===== src/scr_pkg.sv =====
// Constants for the set/clear/toggle register bank
// How it works
// - A read/write bit reads back what was stored and takes each value software writes.
// - A read-only bit reads its live value and ignores every write.
// - A write-only bit accepts writes and its read value is not to be relied on.
// - Reserved bits always read as zero whatever was written.
// - Every register takes its reset value at power-on and again on a peripheral soft reset, debug control excepted.
// - A set, clear or toggle alias changes its base register in one write without read-modify-write.
// - A one written to the clear alias clears that base bit, and the alias reads the result.
// - A one written to the set alias sets that base bit, and the alias reads the result.
// - A one written to the toggle alias inverts that base bit, and the alias reads the result.
// - Both registers of a base/alias pair read the same base content.
package scr_pkg;
	// ----------------------------------------
	// Register index map
	// ----------------------------------------
	localparam int          DATA_W      = 8;
	localparam int          ADDR_W      = 3;
	localparam logic [2:0]  IDX_BASE    = 3'h0;
	localparam logic [2:0]  IDX_SET     = 3'h1;
	localparam logic [2:0]  IDX_CLEAR   = 3'h2;
	localparam logic [2:0]  IDX_TOGGLE  = 3'h3;
	localparam logic [2:0]  IDX_CTRL    = 3'h4;
	localparam logic [2:0]  IDX_STATUS  = 3'h5;
	localparam logic [2:0]  IDX_KEY     = 3'h6;
	localparam logic [2:0]  IDX_DEBUG   = 3'h7;
	// ----------------------------------------
	// Field masks and reset values
	// ----------------------------------------
	localparam logic [7:0]  CTRL_MASK   = 8'h0F;
	localparam logic [7:0]  BASE_RESET  = 8'h00;
	localparam logic [7:0]  CTRL_RESET  = 8'h00;
	localparam logic [7:0]  DEBUG_RESET = 8'h00;
	localparam logic [7:0]  DEBUG_MASK  = 8'h03;
	localparam logic [7:0]  ZERO_BYTE   = 8'h00;
	// Alias operations
	typedef enum logic [1:0] {SCR_OP_NONE, SCR_OP_SET, SCR_OP_CLEAR, SCR_OP_TOGGLE} scr_op_e;
endpackage


===== src/scr_alias_if.sv =====
// Interface between bank and its alias update unit
`timescale 1ns/10ps
`default_nettype none
interface scr_alias_if;
	logic [7:0]      base;
	logic [7:0]      wdata;
	scr_pkg::scr_op_e op;
	logic [7:0]      result;
	modport bank  (output base, output wdata, output op, input result);
	modport unit  (input base, input wdata, input op, output result);
endinterface
`default_nettype wire


===== src/scr_alias_unit.sv =====
// Combinational set/clear/toggle update of one base register
`timescale 1ns/10ps
`default_nettype none
module scr_alias_unit (
	// Bank side
	scr_alias_if.unit port
);
	// Apply alias operation, zero bits keep their value
	always_comb begin
		unique case (port.op)
			scr_pkg::SCR_OP_SET:    port.result = port.base | port.wdata;
			scr_pkg::SCR_OP_CLEAR:  port.result = port.base & ~port.wdata;
			scr_pkg::SCR_OP_TOGGLE: port.result = port.base ^ port.wdata;
			scr_pkg::SCR_OP_NONE:   port.result = port.base;
		endcase
	end
endmodule
`default_nettype wire


===== src/scr_bank.sv =====
// Register bank with base, set, clear and toggle aliases
`timescale 1ns/10ps
`default_nettype none
module scr_bank (
	// Clock and reset
	input  wire logic        core_clk,
	input  wire logic        resetn,
	input  wire logic        softReset,
	// Register access
	input  wire logic        wrEn,
	input  wire logic        rdEn,
	input  wire logic [2:0]  addr,
	input  wire logic [7:0]  wdata,
	output var  logic [7:0]  rdata,
	// Peripheral side
	input  wire logic [7:0]  hwStatus,
	output var  logic [7:0]  baseOut,
	output var  logic [3:0]  ctrlOut,
	output var  logic [7:0]  keyOut,
	output var  logic [1:0]  debugOut
);
	logic [7:0] baseReg;
	logic [7:0] ctrlReg;
	logic [7:0] keyReg;
	logic [7:0] debugReg;
	logic [7:0] next_baseReg;
	logic [7:0] next_ctrlReg;
	logic [7:0] next_keyReg;
	logic [7:0] next_debugReg;
	logic [7:0] next_rdata;

	scr_alias_if aliasBus ();

	// ----------------------------------------
	// Alias update
	// ----------------------------------------
	scr_alias_unit aliasUnit (
		.port (aliasBus.unit)
	);

	// Drive alias unit from the decoded write
	always_comb begin
		aliasBus.base  = baseReg;
		aliasBus.wdata = wdata;
		aliasBus.op    = scr_pkg::SCR_OP_NONE;
		if (wrEn) begin
			unique case (addr)
				scr_pkg::IDX_SET:    aliasBus.op = scr_pkg::SCR_OP_SET;
				scr_pkg::IDX_CLEAR:  aliasBus.op = scr_pkg::SCR_OP_CLEAR;
				scr_pkg::IDX_TOGGLE: aliasBus.op = scr_pkg::SCR_OP_TOGGLE;
				default:             aliasBus.op = scr_pkg::SCR_OP_NONE;
			endcase
		end
	end

	// ----------------------------------------
	// Next register state
	// ----------------------------------------
	always_comb begin
		next_baseReg  = aliasBus.result;
		next_ctrlReg  = ctrlReg;
		next_keyReg   = keyReg;
		next_debugReg = debugReg;
		if (wrEn) begin
			unique case (addr)
				scr_pkg::IDX_BASE:  next_baseReg  = wdata;
				scr_pkg::IDX_CTRL:  next_ctrlReg  = wdata & scr_pkg::CTRL_MASK;
				scr_pkg::IDX_KEY:   next_keyReg   = wdata;
				scr_pkg::IDX_DEBUG: next_debugReg = wdata & scr_pkg::DEBUG_MASK;
				default: ;
			endcase
		end
		if (softReset) begin
			next_baseReg = scr_pkg::BASE_RESET;
			next_ctrlReg = scr_pkg::CTRL_RESET;
			next_keyReg  = scr_pkg::ZERO_BYTE;
		end
	end

	// ----------------------------------------
	// Read data
	// ----------------------------------------
	always_comb begin
		next_rdata = rdata;
		if (rdEn) begin
			unique case (addr)
				scr_pkg::IDX_BASE,
				scr_pkg::IDX_SET,
				scr_pkg::IDX_CLEAR,
				scr_pkg::IDX_TOGGLE: next_rdata = baseReg;
				scr_pkg::IDX_CTRL:   next_rdata = ctrlReg;
				scr_pkg::IDX_STATUS: next_rdata = hwStatus;
				scr_pkg::IDX_KEY:    next_rdata = scr_pkg::ZERO_BYTE;
				scr_pkg::IDX_DEBUG:  next_rdata = debugReg;
			endcase
		end
	end

	// Register all state
	always_ff @(posedge core_clk or negedge resetn) begin
		if (!resetn) begin
			baseReg  <= scr_pkg::BASE_RESET;
			ctrlReg  <= scr_pkg::CTRL_RESET;
			keyReg   <= scr_pkg::ZERO_BYTE;
			debugReg <= scr_pkg::DEBUG_RESET;
			rdata    <= scr_pkg::ZERO_BYTE;
			baseOut  <= scr_pkg::BASE_RESET;
			ctrlOut  <= 4'h0;
			keyOut   <= scr_pkg::ZERO_BYTE;
			debugOut <= 2'h0;
		end else begin
			baseReg  <= next_baseReg;
			ctrlReg  <= next_ctrlReg;
			keyReg   <= next_keyReg;
			debugReg <= next_debugReg;
			rdata    <= next_rdata;
			baseOut  <= next_baseReg;
			ctrlOut  <= next_ctrlReg[3:0];
			keyOut   <= next_keyReg;
			debugOut <= next_debugReg[1:0];
		end
	end
endmodule
`default_nettype wire


===== config.mk =====
export PLATFORM = sky130hd
export DESIGN_NAME = scr_bank
export DESIGN_NICKNAME = d
export VERILOG_FILES = /design/src/scr_pkg.sv /design/src/scr_alias_if.sv /design/src/scr_alias_unit.sv /design/src/scr_bank.sv
export SDC_FILE = /design/constraint.sdc
export NUM_CORES = 1
export LEC_CHECK = 0
export ABC_CLOCK_PERIOD_IN_PS = 4140
export BUFFER_PORTS_ARGS = -buffer_cell sky130_fd_sc_hd__buf_2
export CORE_MARGIN = 4
export CORE_UTILIZATION = 36
export CTS_CLUSTER_SIZE = 30
export DETAILED_ROUTE_END_ITERATION = 6
export HOLD_SLACK_MARGIN = 0.08
export PLACE_DENSITY = 0.63
export SYNTH_ARGS = -nofsm -noshare
export SYNTH_HDL_FRONTEND = slang
export SYNTH_HIERARCHICAL = 1
export SYNTH_SLANG_ARGS = --single-unit

===== constraint.sdc =====
create_clock -name core_clk -period 4.14 [get_ports core_clk]
set_input_delay 0.414 -clock core_clk [delete_from_list [all_inputs] [get_ports core_clk]]
set_output_delay 0.414 -clock core_clk [all_outputs]
set_load 0.05 [all_outputs]

Yosys cells after proc, flatten, opt, wreduce, memory -nomap -nowiden
Cells that the tools add are included.

Register bits after elaboration: 34. Bits in latches: 0. Bits in writable memories: 0. ROM bits: 0. Input port bits: 24. Output and inout bits: 30. Word-level logic and storage cells: 42. Memories: 0.

$add $sub $neg: 0. Multiply operators: 0. Div/mod/pow operators: 0. Magnitude comparators: 0. Equality and inequality tests: 10. Shift operators: 0. Multiplexer cells: 13. Bitwise gates (word level): 4. Reductions and logical operators: 9.

Operator list (count): 8-bit two-way mux (9); 8-bit case mux with 5 select lines (1); 8-bit case mux with 4 select lines (1); 3-bit == test (second input constant) (4); 8-bit bitwise AND (1); 8-bit NOT (1); 8-bit OR (1); 8-bit bitwise XOR (1); 3-bit by 2-bit == test with 1-bit output (second input constant) (2); 2-bit case mux with 3 select lines (1); 2-bit AND reduction (3); 2-bit nonzero test (3); 2-bit == test (second input constant) (2); 4-bit OR reduction (1); 3-bit by 1-bit == test with 1-bit output (second input constant) (1); 3-bit logical NOT (1); 2-bit by 1-bit == test with 1-bit output (second input constant) (1); 2-bit logical NOT (1); 2-bit two-way mux (1).

Longest topological paths before layout
Depth in word-level cells: 8. Depth in mapped cells: 7. Mapped depth without buffers: 6.

Hierarchy
Netlist, hierarchy kept.

Modules (own cells, without submodules): scr_bank (times used 1, cells each 146, area an instance 1422.6 µm², sequential area each 750.7 µm²); scr_alias_unit (times used 1, cells each 50, area an instance 493.0 µm², sequential area each 0.0 µm²).

Worst setup path before layout
OpenSTA, ideal clock, no wires.

Path kind: input -> register. Start point: in addr[2]. End point: reg baseReg[0] (netlist: aliasBus.base[0]). Setup time: 136 ps. Arrival: 1648 ps. Required time: 4004 ps. Path slack: 2355 ps. Cell stages on the path: 7. Path buffers: 3. Cell sequence: buf_6 buf_2 and3b_1 buf_6 mux4_2 nand2_1 a21oi_1.

Word-level cells in the longest chain between the ends: 8. Elaborated cells between the ends (all ways): 14. Those cells by class: eq/ne (6); mux (6); reduce/logical (2).

RTL lines: start: declaration (line scr_bank.sv:12) `input wire logic [2:0] addr,`; 3-bit by 2-bit == test with 1-bit output or 3-bit by 1-bit == test with 1-bit output (tied branches) (line scr_bank.sv:47) `unique case (addr)`; 2-bit case mux with 3 select lines (*) (line scr_bank.sv:47); 2-bit two-way mux (*) (line scr_bank.sv:46) `if (wrEn) begin`; via aliasBus.op[0] (line scr_alias_if.sv:7) `scr_pkg::scr_op_e op;`; 2-bit == test, or another cell as far along (line scr_alias_unit.sv:10) `unique case (port.op)`; 8-bit case mux with 4 select lines (*) (line scr_alias_unit.sv:10); via aliasBus.result[0] (line scr_alias_if.sv:8) `logic [7:0] result;`; 8-bit two-way mux (line scr_bank.sv:65) `unique case (addr)`; 8-bit two-way mux (*) (line scr_bank.sv:64) `if (wrEn) begin`; 8-bit two-way mux (*) (line scr_bank.sv:73) `if (softReset) begin`; via next_baseReg[0] (line scr_bank.sv:26) `logic [7:0] next_baseReg;`; end signal: assignment (line scr_bank.sv:102) `baseReg <= scr_pkg::BASE_RESET;`; end signal: assignment (line scr_bank.sv:112) `baseReg <= next_baseReg;`; end: declaration (line scr_bank.sv:22) `logic [7:0] baseReg;`.

The timed path passes the listed nets; every way through them passes the cells marked *. A chain may end at the register's enable or synchronous reset.

Final worst setup path
Start point: in addr[0]. End point: reg baseReg[3] (netlist: aliasBus.base[3]).

The elaborated chain is that of the path after synthesis.

==> metrics <==
result of the run complete, no violations; CTS H-tree depth 2; Period Utilization, post-route 0.4434; Placed Cells incl. Taps 307; via count of the routed design 1537; startpoint types primary input; biggest area contributors in the synthesized netlist sky130_fd_sc_hd__dfrtp_1, sky130_fd_sc_hd__ha_1, sky130_fd_sc_hd__mux4_2; worst relative slew slack 0.3113; initial core utilization 0.3727; die outline area 6552 sq um; total grt overflow 0; dpl hpwl 3293 um; Max Cap Violations 0; critical path capture point type flip-flop; share of layout cells above drive strength 1 0.3033; post-synthesis instance total 196; final core utilization 0.4394; area used by multi-input combinational logic 978.4 sq um; Routed Wire Length 4636 um; later-pin clock latency in the skew report 0.29 ns; number of clock buffers inserted by TritonCTS 5; iteration-0 DRC count of the detailed router 118; area of the mapped netlist 1916 sq um; mean cell area of the mapped netlist 9.773 sq um; worst-case clock buffer depth 2; TritonCTS clock tree done; number of buffers inserted to repair setup after CTS 0; Yosys top cell by area sky130_fd_sc_hd__dfrtp_1; average via count per standard cell 4.895; area share of the largest cell type after synthesis 0.3919; Hold Violations, Final 0; die width 80.95 um; number of fill cells 551; count of warnings emitted by yosys 6; post-route total power 734.2 uW; wire length of the first global-routing pass 7334 um; setup violators final 0; actual slew at the worst max-slew pin 1.019 ns; cell at the root of the clock tree sky130_fd_sc_hd__clkbuf_8; number of clock sinks 30; accumulated negative setup slack 0 ns; leakage power of the design 1.149 nW; number of cells in the finished layout apart from fillers 314; Synthesized Nets 236; signed area change from the synthesized netlist to the final layout 17.90%; placeable core region 5140 sq um; number of I/O port buffers 53; CP max FO 14; HP Class in -> async; final-stage net count 284; Synth cell types 26; Total Routing Usage GR 0.1492; Antenna Nets Post-Route 0; number of pins exceeding their max-slew limit in the final report 0; power density over the cells 325.1 nW/um^2; Final GP Congestion 0.7375; antenna fix cells 0; fin worst setup slack 2.304 ns; maximum clock skew at final layout 0.002382 ns; Die Ht 80.95 um; clock input transition at the sequential cells of the worst setup and hold paths 0.06 ns; WL per Instance 14.76 um; initial antenna violation count 0; Placement Rows 26; sequential fraction of the synthesis area 0.3919; storage element area 750.7 sq um; worst path arrival time 2.00 ns; number of buffers inserted by hold repair at cts 0; kind of critical path in -> reg; boundary pin count 54; CP Data Required Time 4.30 ns; Place WS 2.004 ns; maximum ir drop on the vdd rail 0.2126 mV; DRC violation count after routing 0; vias in the first global route 1482; maximum number of pins on one net before global-route repair 31; unrepaired setup endpoints after global routing no; cts repair resizes 0; highest clock frequency the design can meet 544.8 MHz; register bit count reported by yosys 30; minimum clock period after layout 1.836 ns; router iterations before antenna repair 4
==> worst max-delay path: stages <==
cell and delay [ns]:
sky130_fd_sc_hd__buf_2 0.28, sky130_fd_sc_hd__and3b_1 0.58, sky130_fd_sc_hd__mux4_2 0.58, sky130_fd_sc_hd__nand2_1 0.07
sky130_fd_sc_hd__a21oi_1 0.06
==> placed cells by master (no fill, tap or decap), drive strengths merged <==
cell	n
a21oi	28
and3b	3
and4b	1
buf	53
clkbuf	5
clkinv	2
dfrtp	30
ha	16
inv	26
mux2	4
mux2i	6
mux4	8
nand2	32
nand3	2
nand4	1
nand4b	1
nor2	10
nor2b	7
nor4b	1
nor4bb	1
o211a	2
o21ai	2
o22ai	2
or4b	1
==> area by class of cell <==
cell class                 count  area share
sequential                    30      0.3324
clock inverter                 2    0.004432
tap                           70     0.03878
inverter                      26     0.04321
timing repair buffer          53      0.1175
multi-input combinational    128      0.4332
clock buffer                   5     0.03047
==> cells in the mapped netlist <==
master	number
sky130_fd_sc_hd__buf_4	1
sky130_fd_sc_hd__nor2b_1	7
sky130_fd_sc_hd__clkbuf_1	4
sky130_fd_sc_hd__nor4b_4	1
sky130_fd_sc_hd__mux2_2	4
sky130_fd_sc_hd__dfrtp_1	30
sky130_fd_sc_hd__nand2_1	32
sky130_fd_sc_hd__mux2i_1	6
sky130_fd_sc_hd__clkbuf_2	1
sky130_fd_sc_hd__a21oi_1	28
sky130_fd_sc_hd__nor4bb_1	1
sky130_fd_sc_hd__and4b_1	1
sky130_fd_sc_hd__o22ai_1	2
sky130_fd_sc_hd__nor2_1	10
sky130_fd_sc_hd__mux4_2	8
sky130_fd_sc_hd__nand4_1	1
sky130_fd_sc_hd__o211a_1	2
sky130_fd_sc_hd__nand4b_1	1
sky130_fd_sc_hd__buf_6	5
sky130_fd_sc_hd__o21ai_0	2
sky130_fd_sc_hd__nand3_1	2
sky130_fd_sc_hd__buf_2	1
sky130_fd_sc_hd__inv_1	26
sky130_fd_sc_hd__ha_1	16
sky130_fd_sc_hd__and3b_1	3
sky130_fd_sc_hd__or4b_4	1
==> cells by family after synthesis <==
logic type | Yosys count | synth area share
buffers and inverters | 38 | 0.09731
multiplexers | 18 | 0.1489
AO/OA/AOI/OAI | 34 | 0.09536
adder cells (fa/ha/maj) | 16 | 0.1045
flip-flops | 30 | 0.3919
AND/OR/NAND/NOR | 60 | 0.1620
==> routing by layer <==
| layer | wire [um] | part of all wire | GRT usage |
|---|---|---|---|
| met1 | 2185 | 0.47 | 0.1985 |
| met2 | 2093 | 0.45 | 0.2315 |
| met3 | 283 | 0.061 | 0.03769 |
| met4 | 75 | 0.016 | 0.06081 |
| met5 | 0 | 0 | 0 |
==> per-stage QoR <==
step | instance area, sq um | hold slack (ns)
final | 2258 | 0.1661
after floorplan | 1916 | 0.1184
after global routing | 2258 | 0.2303
after CTS | 2258 | 0.1901
after detailed placement | 2180 | 0.5026
after global placement | 2180 | 0.5006
==> path summary, 6_finish.rpt <==
kind | endpoint | cells past startpoint | slack (ns) | from
min in group core_clk | keyReg[6] | 3 | 0.38 | wdata[6]
worst max register to register | aliasBus.base[4] | 5 | 2.60 | aliasBus.base[4]
worst min-delay path | keyReg[6] | 1 | 0.17 | resetn
worst min register to register | rdata[4] | 2 | 0.52 | rdata[4]
worst max-delay path | aliasBus.base[3] | 5 | 2.30 | addr[0]
max in group asynchronous | aliasBus.base[4] | 1 | 3.53 | resetn
==> where the power goes <==
part	switching (mW)	internal [mW]	total, mW
logic	0.126	0.0559	0.182
clock network	0.114	0.113	0.227
registers	0.0144	0.311	0.326
==> registers in the layout, summed over array words and instances, names as in the netlist <==
signal / count
rdata: 8
debugReg: 2
keyReg: 8
ctrlReg: 4
aliasBus.base: 8
Note: power is estimated with default switching activity, not from simulation.
